### src/rct_defs.svh
/*
  register indices, field positions, reset values and prescaler taps of the countdown timer block.
  assumes a 32.768 kHz oscillator pin and a 32-bit APB bus; byte address = 4 * index.
*/
`ifndef RCT_DEFS_SVH
`define RCT_DEFS_SVH

`define RCT_IDX_FLAGS 8'h01
`define RCT_IDX_CFG 8'h0E
`define RCT_IDX_VAL 8'h0F

`define RCT_CFG_EN_BIT 7
`define RCT_CFG_SEL_LSB 0
`define RCT_CFG_RST_SEL 2'b11
`define RCT_CFG_RST_EN 1'b0
`define RCT_VAL_RST 8'h00

`define RCT_FL_MIN_EN 7
`define RCT_FL_SEC_EN 6
`define RCT_FL_TICK 5
`define RCT_FL_PULSE 4
`define RCT_FL_ALARM 3
`define RCT_FL_DONE 2
`define RCT_FL_AL_EN 1
`define RCT_FL_CD_EN 0
`define RCT_FL_RST 8'h00
`define RCT_FL_FLAG_MASK 8'h2C

`define RCT_TAP_8192 2
`define RCT_TAP_4096 3
`define RCT_TAP_128 8
`define RCT_TAP_64 9
`define RCT_TAP_1HZ 15
`define RCT_SEC_PER_MIN 6'd59

`endif

### src/rct_pkg.sv
/*
  types shared by the countdown timer block.
  assumes rct_defs.svh for numeric constants.
*/
package rct_pkg;
  typedef enum logic [1:0] {RCT_SRC_4096, RCT_SRC_64, RCT_SRC_1HZ, RCT_SRC_MIN} rct_src_t;
  typedef enum logic {RCT_PULSE_IDLE, RCT_PULSE_LOW} rct_pulse_t;
endpackage

### src/rct_tick_if.sv
/*
  one-cycle tick strobes from the prescaler to the timer logic.
  assumes both ends run on pclk.
*/
`timescale 1ns/100ps
`default_nettype none
interface rct_tick_if;
  logic t8192;
  logic t4096;
  logic t128;
  logic t64;
  logic t1hz;
  logic t1min;
  modport src (output t8192, t4096, t128, t64, t1hz, t1min);
  modport dst (input t8192, t4096, t128, t64, t1hz, t1min);
endinterface
`default_nettype wire

### src/rct_prescaler.sv
/*
  oscillator prescaler: synchronises the 32.768 kHz pin and emits pclk-wide tick strobes.
  assumes pclk is far faster than the oscillator.
*/
`timescale 1ns/100ps
`default_nettype none
`include "rct_defs.svh"
module rct_prescaler
  import rct_pkg::*;
(
  input wire logic pclk,
  input wire logic presetn,
  input wire logic osc_pin,
  rct_tick_if.src tick
);
  localparam int NTAP = 5;
  localparam int TAPS [NTAP] = '{`RCT_TAP_8192, `RCT_TAP_4096, `RCT_TAP_128, `RCT_TAP_64, `RCT_TAP_1HZ};
  logic osc_s1_q, osc_s2_q, osc_s3_q;
  logic [14:0] div_q;
  logic [5:0] sec_q;
  logic [NTAP-1:0] taps;
  wire osc_rise = osc_s2_q & ~osc_s3_q;

  always_ff @(posedge pclk or negedge presetn) begin
    if (!presetn) begin
      osc_s1_q <= 1'b0;
      osc_s2_q <= 1'b0;
      osc_s3_q <= 1'b0;
      div_q <= 15'h0000;
      sec_q <= 6'h00;
    end else begin
      osc_s1_q <= osc_pin;
      osc_s2_q <= osc_s1_q;
      osc_s3_q <= osc_s2_q;
      if (osc_rise)
        div_q <= div_q + 15'h0001;
      if (taps[4])
        sec_q <= (sec_q == `RCT_SEC_PER_MIN) ? 6'h00 : sec_q + 6'h01;
    end
  end

  // a tap fires when all bits below it roll over on an oscillator edge
  for (genvar i = 0; i < NTAP; i++) begin : g_tap
    assign taps[i] = osc_rise & (&div_q[TAPS[i]-1:0]);
  end

  assign tick.t8192 = taps[0];
  assign tick.t4096 = taps[1];
  assign tick.t128 = taps[2];
  assign tick.t64 = taps[3];
  assign tick.t1hz = taps[4];
  assign tick.t1min = taps[4] & (sec_q == `RCT_SEC_PER_MIN);
endmodule
`default_nettype wire

### src/rct_countdown_timer.sv
/*
  countdown timer, periodic tick flag and interrupt pin logic of a real-time clock, on an APB slave.
  assumes a 32.768 kHz oscillator pin, an alarm comparator pulse on pclk, and an external pull-up on the pin.
*/
// Local design decision: the APB register port.
// Operation
// - source select 00 4096 Hz, 01 64 Hz, 10 1 Hz, 11 1/60 Hz.
// - run-enable bit turns countdown on or off.
// - countdown is an 8-bit binary down-counter from the loaded value.
// - loaded zero stops the timer; 1 to 255 are valid.
// - at count one set done flag, reload and start next period.
// - reading the value register returns the live counter.
// - a new value takes effect at once and is stored for later reloads.
// - first period after enable may run up to one source tick shorter.
// - countdown interrupt is a pulse or follows done flag; enable gates it.
// - flags hold until written; writes AND into flags, others rewritten.
// - tick flag bit 5, alarm flag bit 3, done flag bit 2.
// - active-low pin, three sources wired-OR.
// - pulse select applies to both timer sources.
// - tick pulse lasts one 64 Hz period.
// - clearing tick flag ends its pulse at once.
// - in level mode clearing both minute and second enables releases pin.
// - countdown pulse width depends on source clock and count.
// - clearing done flag ends the countdown pulse at once.
// - in level mode clearing countdown interrupt enable releases pin.
// - minute or second enable sets tick flag; both behave as seconds.
// - alarm interrupt is level only, follows alarm flag when enabled.
// - run-enable at bit 7; reset gives select 11, enable 0.
`timescale 1ns/100ps
`default_nettype none
`include "rct_defs.svh"
module rct_countdown_timer
  import rct_pkg::*;
#(
  parameter int ADDR_W = 12
)
(
  input wire logic pclk,
  input wire logic presetn,
  input wire logic psel,
  input wire logic penable,
  input wire logic pwrite,
  input wire logic [ADDR_W-1:0] paddr,
  input wire logic [31:0] pwdata,
  output logic [31:0] prdata,
  output logic pready,
  output logic pslverr,
  input wire logic osc_pin,
  input wire logic alarm_match,
  output logic irq_pin_out,
  output logic irq_pin_oe
);
  if (ADDR_W < 10) begin : g_chk
    $error("rct_countdown_timer: ADDR_W must be at least 10");
  end

  rct_tick_if tick ();

  rct_prescaler u_pre (
    .pclk(pclk),
    .presetn(presetn),
    .osc_pin(osc_pin),
    .tick(tick)
  );

  // register state
  logic [31:0] prdata_q;
  logic pready_q;
  logic pslverr_q;
  logic run_en_q;
  rct_src_t sel_q;
  logic [7:0] reload_q;
  logic [7:0] cnt_q;
  logic [7:0] fl_q;
  logic [7:0] fl_d;
  rct_pulse_t cd_st_q;
  rct_pulse_t cd_st_d;
  rct_pulse_t ms_st_q;
  rct_pulse_t ms_st_d;
  logic irq_oe_q;
  logic irq_out_q;

  // bus decode
  wire [7:0] idx = paddr[9:2];
  wire hit_fl = (idx == `RCT_IDX_FLAGS);
  wire hit_cfg = (idx == `RCT_IDX_CFG);
  wire hit_val = (idx == `RCT_IDX_VAL);
  wire hit_any = hit_fl | hit_cfg | hit_val;
  wire setup_ph = psel & ~penable;
  wire wr_en = psel & penable & pwrite & pready_q;
  wire wr_fl = wr_en & hit_fl;
  wire wr_cfg = wr_en & hit_cfg;
  wire wr_val = wr_en & hit_val;
  wire [7:0] wbyte = pwdata[7:0];

  // read data is captured in the setup cycle, so the value word is a live snapshot
  wire [7:0] cfg_rd = {run_en_q, 5'b00000, sel_q};
  wire [7:0] rd_byte = hit_fl ? fl_q : hit_cfg ? cfg_rd : hit_val ? cnt_q : 8'h00;

  // source clock selection
  wire src_tick = (sel_q == RCT_SRC_4096) ? tick.t4096 :
                  (sel_q == RCT_SRC_64) ? tick.t64 :
                  (sel_q == RCT_SRC_1HZ) ? tick.t1hz : tick.t1min;

  // the enable is written from the bus, unrelated to the source phase, so the first
  // period starts at the next free-running tick and may be up to one tick short
  wire cd_step = run_en_q & src_tick & (cnt_q != 8'h00);
  wire cd_done = cd_step & (cnt_q == 8'h01);

  // periodic tick flag source
  wire min_en = fl_q[`RCT_FL_MIN_EN];
  wire sec_en = fl_q[`RCT_FL_SEC_EN];
  wire ms_event = sec_en ? tick.t1hz : (min_en & tick.t1min);

  // countdown pulse end: half a source period for a count of one, else one period; 1 Hz and 1/60 Hz end on the 64 Hz tap
  wire reload_one = (reload_q == 8'h01);
  wire cd_end_4096 = reload_one ? tick.t8192 : tick.t4096;
  wire cd_end_64 = reload_one ? tick.t128 : tick.t64;
  wire cd_end = (sel_q == RCT_SRC_4096) ? cd_end_4096 :
                (sel_q == RCT_SRC_64) ? cd_end_64 : tick.t64;

  // flag register: hardware set wins over a software clear in the same cycle
  always_comb begin
    fl_d = fl_q;
    if (wr_fl) begin
      fl_d = (wbyte & ~`RCT_FL_FLAG_MASK) | (wbyte & fl_q & `RCT_FL_FLAG_MASK);
    end
    if (ms_event)
      fl_d[`RCT_FL_TICK] = 1'b1;
    if (alarm_match)
      fl_d[`RCT_FL_ALARM] = 1'b1;
    if (cd_done)
      fl_d[`RCT_FL_DONE] = 1'b1;
  end

  // countdown pulse generator
  always_comb begin
    cd_st_d = cd_st_q;
    case (cd_st_q)
      RCT_PULSE_IDLE: begin
        if (cd_done)
          cd_st_d = RCT_PULSE_LOW;
      end
      RCT_PULSE_LOW: begin
        if (cd_done)
          cd_st_d = RCT_PULSE_LOW;
        else if (cd_end | ~fl_d[`RCT_FL_DONE])
          cd_st_d = RCT_PULSE_IDLE;
      end
      default: cd_st_d = RCT_PULSE_IDLE;
    endcase
  end

  // tick flag pulse generator, paced by the 64 Hz tap
  always_comb begin
    ms_st_d = ms_st_q;
    case (ms_st_q)
      RCT_PULSE_IDLE: begin
        if (ms_event)
          ms_st_d = RCT_PULSE_LOW;
      end
      RCT_PULSE_LOW: begin
        if (ms_event)
          ms_st_d = RCT_PULSE_LOW;
        else if (tick.t64 | ~fl_d[`RCT_FL_TICK])
          ms_st_d = RCT_PULSE_IDLE;
      end
      default: ms_st_d = RCT_PULSE_IDLE;
    endcase
  end

  // pin sources use next-state values so a clearing write releases the pin on its own edge
  wire pulse_mode = fl_d[`RCT_FL_PULSE];
  wire cd_irq_en = fl_d[`RCT_FL_CD_EN];
  wire ms_any_en = fl_d[`RCT_FL_MIN_EN] | fl_d[`RCT_FL_SEC_EN];
  wire cd_src = cd_irq_en & (pulse_mode ? (cd_st_d == RCT_PULSE_LOW) : fl_d[`RCT_FL_DONE]);
  wire ms_src = ms_any_en & (pulse_mode ? (ms_st_d == RCT_PULSE_LOW) : fl_d[`RCT_FL_TICK]);
  wire al_src = fl_d[`RCT_FL_AL_EN] & fl_d[`RCT_FL_ALARM];
  wire irq_any = cd_src | ms_src | al_src;

  always_ff @(posedge pclk or negedge presetn) begin
    if (!presetn) begin
      prdata_q <= 32'h0000_0000;
      pready_q <= 1'b0;
      pslverr_q <= 1'b0;
    end else begin
      pready_q <= setup_ph;
      if (setup_ph) begin
        prdata_q <= {24'h00_0000, rd_byte};
        pslverr_q <= ~hit_any;
      end
    end
  end

  always_ff @(posedge pclk or negedge presetn) begin
    if (!presetn) begin
      run_en_q <= `RCT_CFG_RST_EN;
      sel_q <= rct_src_t'(`RCT_CFG_RST_SEL);
    end else if (wr_cfg) begin
      run_en_q <= wbyte[`RCT_CFG_EN_BIT];
      sel_q <= rct_src_t'(wbyte[`RCT_CFG_SEL_LSB +: 2]);
    end
  end

  // a value write loads the running counter as well, so it acts at once
  always_ff @(posedge pclk or negedge presetn) begin
    if (!presetn) begin
      reload_q <= `RCT_VAL_RST;
      cnt_q <= `RCT_VAL_RST;
    end else if (wr_val) begin
      reload_q <= wbyte;
      cnt_q <= wbyte;
    end else if (cd_done) begin
      cnt_q <= reload_q;
    end else if (cd_step) begin
      cnt_q <= cnt_q - 8'h01;
    end
  end

  always_ff @(posedge pclk or negedge presetn) begin
    if (!presetn) begin
      fl_q <= `RCT_FL_RST;
      cd_st_q <= RCT_PULSE_IDLE;
      ms_st_q <= RCT_PULSE_IDLE;
      irq_oe_q <= 1'b0;
      irq_out_q <= 1'b0;
    end else begin
      fl_q <= fl_d;
      cd_st_q <= cd_st_d;
      ms_st_q <= ms_st_d;
      irq_oe_q <= irq_any;
      irq_out_q <= 1'b0;
    end
  end

  // open drain: the pin is only ever pulled low
  assign prdata = prdata_q;
  assign pready = pready_q;
  assign pslverr = pslverr_q;
  assign irq_pin_out = irq_out_q;
  assign irq_pin_oe = irq_oe_q;
endmodule
`default_nettype wire

### config.mk
export PLATFORM = sky130hd
export DESIGN_NAME = rct_countdown_timer
export DESIGN_NICKNAME = d
export VERILOG_FILES = /design/src/rct_pkg.sv /design/src/rct_tick_if.sv /design/src/rct_prescaler.sv /design/src/rct_countdown_timer.sv
export VERILOG_INCLUDE_DIRS = /design/src
export SDC_FILE = /design/constraint.sdc
export NUM_CORES = 1
export LEC_CHECK = 0
export BUFFER_PORTS_ARGS = -buffer_cell sky130_fd_sc_hd__buf_2
export CAP_MARGIN = 10
export CORE_MARGIN = 3
export CORE_UTILIZATION = 35
export DETAILED_ROUTE_END_ITERATION = 8
export PLACE_DENSITY_LB_ADDON = 0.25
export REMOVE_ABC_BUFFERS = 1
export SETUP_SLACK_MARGIN = 0.1
export SLEW_MARGIN = 20
export SYNTH_ARGS = -nofsm -noshare
export SYNTH_HDL_FRONTEND = slang
export SYNTH_SLANG_ARGS = --single-unit
### constraint.sdc
create_clock -name pclk -period 3.3 [get_ports pclk]
set_clock_uncertainty 0.15 [all_clocks]
set_input_delay 0.66 -clock pclk [delete_from_list [all_inputs] [get_ports pclk]]
set_output_delay 0.66 -clock pclk [all_outputs]
set_load 0.02 [all_outputs]
; ---- Word-level counts from Yosys, hierarchy flattened
; Cells that the tools add are included.
[totals]
ff_bits = 64
wordCells = 101
inputBits = 51
[op_classes]
n_eq_ne = 8
n_addsub = 3
bitwise_logic = 37
reduce_logical = 8
n_mux = 29
[ops]
columns = cell, count
row1 = $mux 8, 7
row2 = $eq 8x1->1 const B, 3
row3 = $and 1x1->1, 21
row4 = $mux 1, 19
row5 = $eq 8x4->1 const B, 2
row6 = $add 15x1->15 const B, 1
row7 = $reduce_and 15->1, 1
row8 = $reduce_and 9->1, 1
row9 = $or 8x6->8, 1
row10 = $reduce_and 8->1, 1
row11 = $reduce_bool 8->1, 1
row12 = $sub 8x1->8 const B, 1
row13 = $not 1->1, 7
row14 = $or 1x1->1, 7
row15 = $add 6x1->6 const B, 1
row16 = $and 6x6->6, 1
row17 = $eq 6x6->1 const B, 1
row18 = $mux 6, 1
row19 = $pmux 1 s2, 2
row20 = $reduce_and 3->1, 1
row21 = $reduce_bool 3->1, 1
row22 = $eq 2x1->1 const B, 1
row23 = $eq 2x2->1 const B, 1
row24 = $logic_not 2->1, 1
row25 = $reduce_and 2->1, 1

; ---- Longest topological paths before layout
[logic_depth]
word_depth = 20
ltp_mapped = 10

; ---- Modules after synthesis
; Synthesis repeated with hierarchy kept, for this count alone.
[hier_totals]
hier_cells = 361
area_unflattened_um2 = 3545.9
[by_module_without_submodules]
columns = mod, cells_each, area_each_um2, seq_area_each_um2, n_inst
row1 = rct_countdown_timer, 257, 2387.3, 1003.5, 1
row2 = rct_prescaler, 104, 1158.6, 600.6, 1

; ---- Least setup slack after synthesis
; Ideal clock, no wire load.
[synth_timing]
path_type = input -> register
from = input port paddr[7]
to = register irq_oe_q, in the netlist irq_pin_oe
n_path_buf = 1
stages = 8
setup_time_ns = 0.124
path_slack_ns = 0.489
t_arrival_ns = 2.537
cell_sequence = or4_4 > or3b_1 > buf_6 > mux2i_4 > inv_1 > nor2_1 > o31a_1 > a211o_1
[synth_via]
word_cells_on_any_way = 24
cone_classes = eq/ne: 1 / mux: 12 / bitwise: 11
[synth_lines]
columns = item, line_no
row1 = start: declaration, rct_countdown_timer.sv:43  ; input wire logic [ADDR_W-1:0] paddr,
row2 = $eq 8x1->1 (no source line) (*), n/a
row3 = $and 1x1->1 (*), rct_countdown_timer.sv:91  ; wire wr_fl = wr_en & hit_fl;
row4 = $mux 8 (*), rct_countdown_timer.sv:125  ; if (wr_fl) begin
row5 = via fl_d[4], rct_countdown_timer.sv:75  ; logic [7:0] fl_d;
row6 = "$mux 1, on equally long branches", "rct_countdown_timer.sv:176, rct_countdown_timer.sv:177"
row7 = "$and 1x1->1, on equally long branches", "rct_countdown_timer.sv:176, rct_countdown_timer.sv:177"
row8 = $or 1x1->1 (*) (2 in series), rct_countdown_timer.sv:179  ; wire irq_any = cd_src | ms_src | al_src;
row9 = via irq_any, rct_countdown_timer.sv:179
row10 = end signal: assignment, rct_countdown_timer.sv:231  ; irq_oe_q <= irq_any;
row11 = end: declaration, rct_countdown_timer.sv:80  ; logic irq_oe_q;
; Mark *: on every way through the listed nets, which the timed path passes. The rest lies on a longest branch.
; A chain may end at the register's enable or synchronous reset.

; ---- Worst setup path after layout
[layout_timing]
from = input port paddr[7]
to = register irq_oe_q, in the netlist irq_pin_oe
[layout_via]
elab_chain_len = 13
word_cells_on_any_way = 24
cone_classes = eq/ne: 1 / mux: 12 / bitwise: 11
[layout_lines]
columns = item, line_no
row1 = $eq 8x1->1 (no source line) (*), n/a
row2 = $and 1x1->1 (*), rct_countdown_timer.sv:91
row3 = $mux 8 (*), rct_countdown_timer.sv:125
row4 = "$mux 1, on equally long branches", "rct_countdown_timer.sv:132, rct_countdown_timer.sv:128"
row5 = "$not 1->1, on equally long branches", "rct_countdown_timer.sv:147, rct_countdown_timer.sv:165"
row6 = "$or 1x1->1, on equally long branches", "rct_countdown_timer.sv:147, rct_countdown_timer.sv:165"
row7 = "$mux 1, on equally long branches", "rct_countdown_timer.sv:147, rct_countdown_timer.sv:165"
row8 = "$mux 1, on equally long branches", "rct_countdown_timer.sv:145, rct_countdown_timer.sv:163"
row9 = "$pmux 1 s2, on equally long branches", "rct_countdown_timer.sv:139, rct_countdown_timer.sv:157"
row10 = "$mux 1, on equally long branches", "rct_countdown_timer.sv:176, rct_countdown_timer.sv:177"
row11 = "$and 1x1->1, on equally long branches", "rct_countdown_timer.sv:176, rct_countdown_timer.sv:177"
row12 = $or 1x1->1, rct_countdown_timer.sv:179
row13 = $or 1x1->1 (*), rct_countdown_timer.sv:179
row14 = via irq_any, rct_countdown_timer.sv:179
; Marks and branches as above.

==> run metrics <==
# setup viols final=0; first-pass GRT wire length=about 12 mm; Post-Layout Cell Count=~520; Min-Delay Path Class=flop to flop; Worst Tran Pin Value=0.785 ns; setup_tns=0 ns; pre-CTS setup slack=0.194 ns; Synth top area share=about 46%; CTS tree=built; core area=9280 um^2; initial core utilization=a little over a third; post-synth top area cell=dfrtp_1; Post CTS Setup Buffer Count=0; WS Path Type=input pin to flop; RSZ-0062 raised after global routing=false; number of global-route vias before repair=roughly 2400; Setup crit end kind=flop; Slew HR=47.7%; Syn Area/Cell=9.66 um^2; clock tree sinks=64; DR vias=2601; Async S/R FF share, synth=between 90% and 100%; Clock Path Buffers=2; Synth Flop Type=dfrtp_1; DR iter-0 viols=115; mapped cell area=3370 um^2; antenna violations before repair=0; synth-to-layout area growth=11.9%; final hold vios=0; nets=approximately 450; Routed Antenna Nets=0; IO Port Bufs=33; GP Congestion=0.801; Tmin final=roughly 2.8 ns; die span in y=104 um; Total GRT Usage=14.0%; Post-CTS Hold Buffers=0; Tcrit/Tclk final=84.5%; fin. max-slew vios=0; share of layout cells above drive strength 1=17.3%; CTS Buf Count=9; Die X=104 um; Final WS setup=approximately 0.51 ns; Worst EP required=3.37 ns; synth warn=0; pin count of the biggest net entering global routing=34; worst vdd ir=0.128 mV; Ports=between 80 and 90; Max Cap Violations=0; DR vias/cell=around 5.0; placed cells=506; WHS=0.201 ns; drt pass-1 iters=4; final wirelength=7.25 mm; number of synthesized flops with an enable pin=0; leakage=1.70 nW; routed len/inst=roughly 14 um; Power Density=around 440 nW/um^2; CTS root buffer=clkbuf_8; Mapped Cells=349; f_max=0.358 GHz; n_diodes=0; Worst EP arrival=around 2.9 ns; post-CTS sizing=0; CTS clk-pin slew, worst paths=0.07 ns; Die ar.=10800 um^2; status=complete, no violations; critical path fanouts, max=6; H-Tree Depth=3; sequential-to-total area share from yosys stat=47.6%; detailed placement HPWL=5.37 mm; Synth Register Bits=64; Yosys cell types=just under 50; Startpoint Class=input pin; clk_lat worst skew=0.34 ns; Remaining DRCs=0; total gr overflow=0; top cells by area, synth=dfrtp_1 (46%), nand2_1 (6.5%), buf_4 (5.8%), mux2_2 (3.3%), xnor2_1 (2.9%); Core Rows=35
where the power goes:
part	internal, W	switching (W)
logic	0.0000737	0.000124
clock network	0.000291	0.000299
registers	0.000834	0.0000421
per-stage QoR:
step                      total power [W]  cell area [um^2]  utilization (%)
final                             0.00166              3770             40.6
after detailed placement          0.00109              3610             38.8
after global placement            0.00108              3610             38.8
after floorplan                   0.00101              3230                -
after global routing              0.00175              3770             40.6
after CTS                         0.00168              3770             40.6
worst max-delay path, cell delays in order:
cell,delay [ns]
buf_2,0.10
or4_4,0.56
or3b_1,0.54
o2111ai_1,0.29
a2111oi_1,0.10
o31a_1,0.32
a211o_1,0.28
cells by family (layout without fill, tap and decap cells):
group | Yosys count | in the layout | synth area share [%]
compound gates | 64 | 64 | 12.2
xor+xnor | 14 | 14 | 3.64
fa+ha+maj | 7 | 7 | 2.60
buf+inv | 41 | 61 | 7.68
flops | 64 | 64 | 47.6
mux | 17 | 17 | 5.79
other cells | 1 | 25 | 0.111
simple gates | 141 | 141 | 20.4
registers in the layout, summed over array words and instances, names as in the netlist:
name	cells
cd_st_q	1
cnt_q	8
fl_q	8
irq_pin_oe	1
ms_st_q	1
prdata	8
pready	1
pslverr	1
reload_q	8
run_en_q	1
sel_q	2
u_pre.div_q	15
u_pre.osc_s1_q	1
u_pre.osc_s2_q	1
u_pre.osc_s3_q	1
u_pre.sec_q	6
layout make-up:
| cell class | count | area, um^2 |
|---|---|---|
| clock buffer | 13 | 149 |
| clock inverter | 3 | 17.5 |
| fill | 940 | 5510 |
| inverter | 7 | 26.3 |
| multi-input combinational | 268 | 1600 |
| sequential | 64 | 1600 |
| tap | 129 | 161 |
| timing repair buffer | 38 | 215 |
synthesized netlist by cell type (all sizes together), types with 8 or more instances:
cell type / instances
mux2: 10
xnor2: 11
nand2: 58
a21oi: 14
o21ai: 19
nor3: 9
a22oi: 8
buf: 27
dfrtp: 62
nor2: 26
nand3: 11
placed cells by master (no fill, tap or decap), types with 3 or more instances in the layout:
master / netlist / routed
inv_1: 7 / 7
xnor2_1: 11 / 11
conb_1: 1 / 25
nand2_1: 58 / 58
buf_2: 0 / 33
nor2_1: 25 / 25
ha_1: 7 / 7
a22oi_1: 8 / 8
a21oi_1: 14 / 14
dfrtp_1: 62 / 62
nand3_1: 11 / 11
clkbuf_1: 7 / 3
a31oi_1: 5 / 5
o21ai_0: 19 / 19
xor2_1: 3 / 3
and3_1: 4 / 4
nor3_1: 9 / 9
nand2b_1: 4 / 4
clkbuf_8: 0 / 10
o31ai_1: 5 / 5
mux2i_1: 6 / 6
buf_4: 26 / 4
nand4_1: 6 / 6
mux2_2: 10 / 10
nor3b_1: 4 / 4
nor2b_1: 3 / 3
nor4_1: 3 / 3
layer usage:
| metal | vias up | part of all wire (%) | track usage (%) |
|---|---|---|---|
| met5 | - | 0 | 0 |
| met1 | 1251 | 51 | 21.0 |
| met2 | 72 | 42 | 19.5 |
| met3 | 11 | 4.9 | 3.29 |
| li1 | 1267 | - | - |
| met4 | 0 | 1.8 | 5.41 |
path summary, 6_finish.rpt:
path	depth (start not counted)	from	end	slack [ns]
min reg2reg	0	u_pre.osc_s1_q	u_pre.osc_s2_q	0.20
max in group asynchronous	2	presetn	sel_q[1]	2.06
max reg2reg	10	u_pre.div_q[4]	cnt_q[1]	0.59
min in group asynchronous	1	presetn	fl_q[3]	0.24
min	0	u_pre.osc_s1_q	u_pre.osc_s2_q	0.20
max	7	paddr[7]	irq_pin_oe	0.51
No activity file was read; power rests on OpenSTA's default activity.
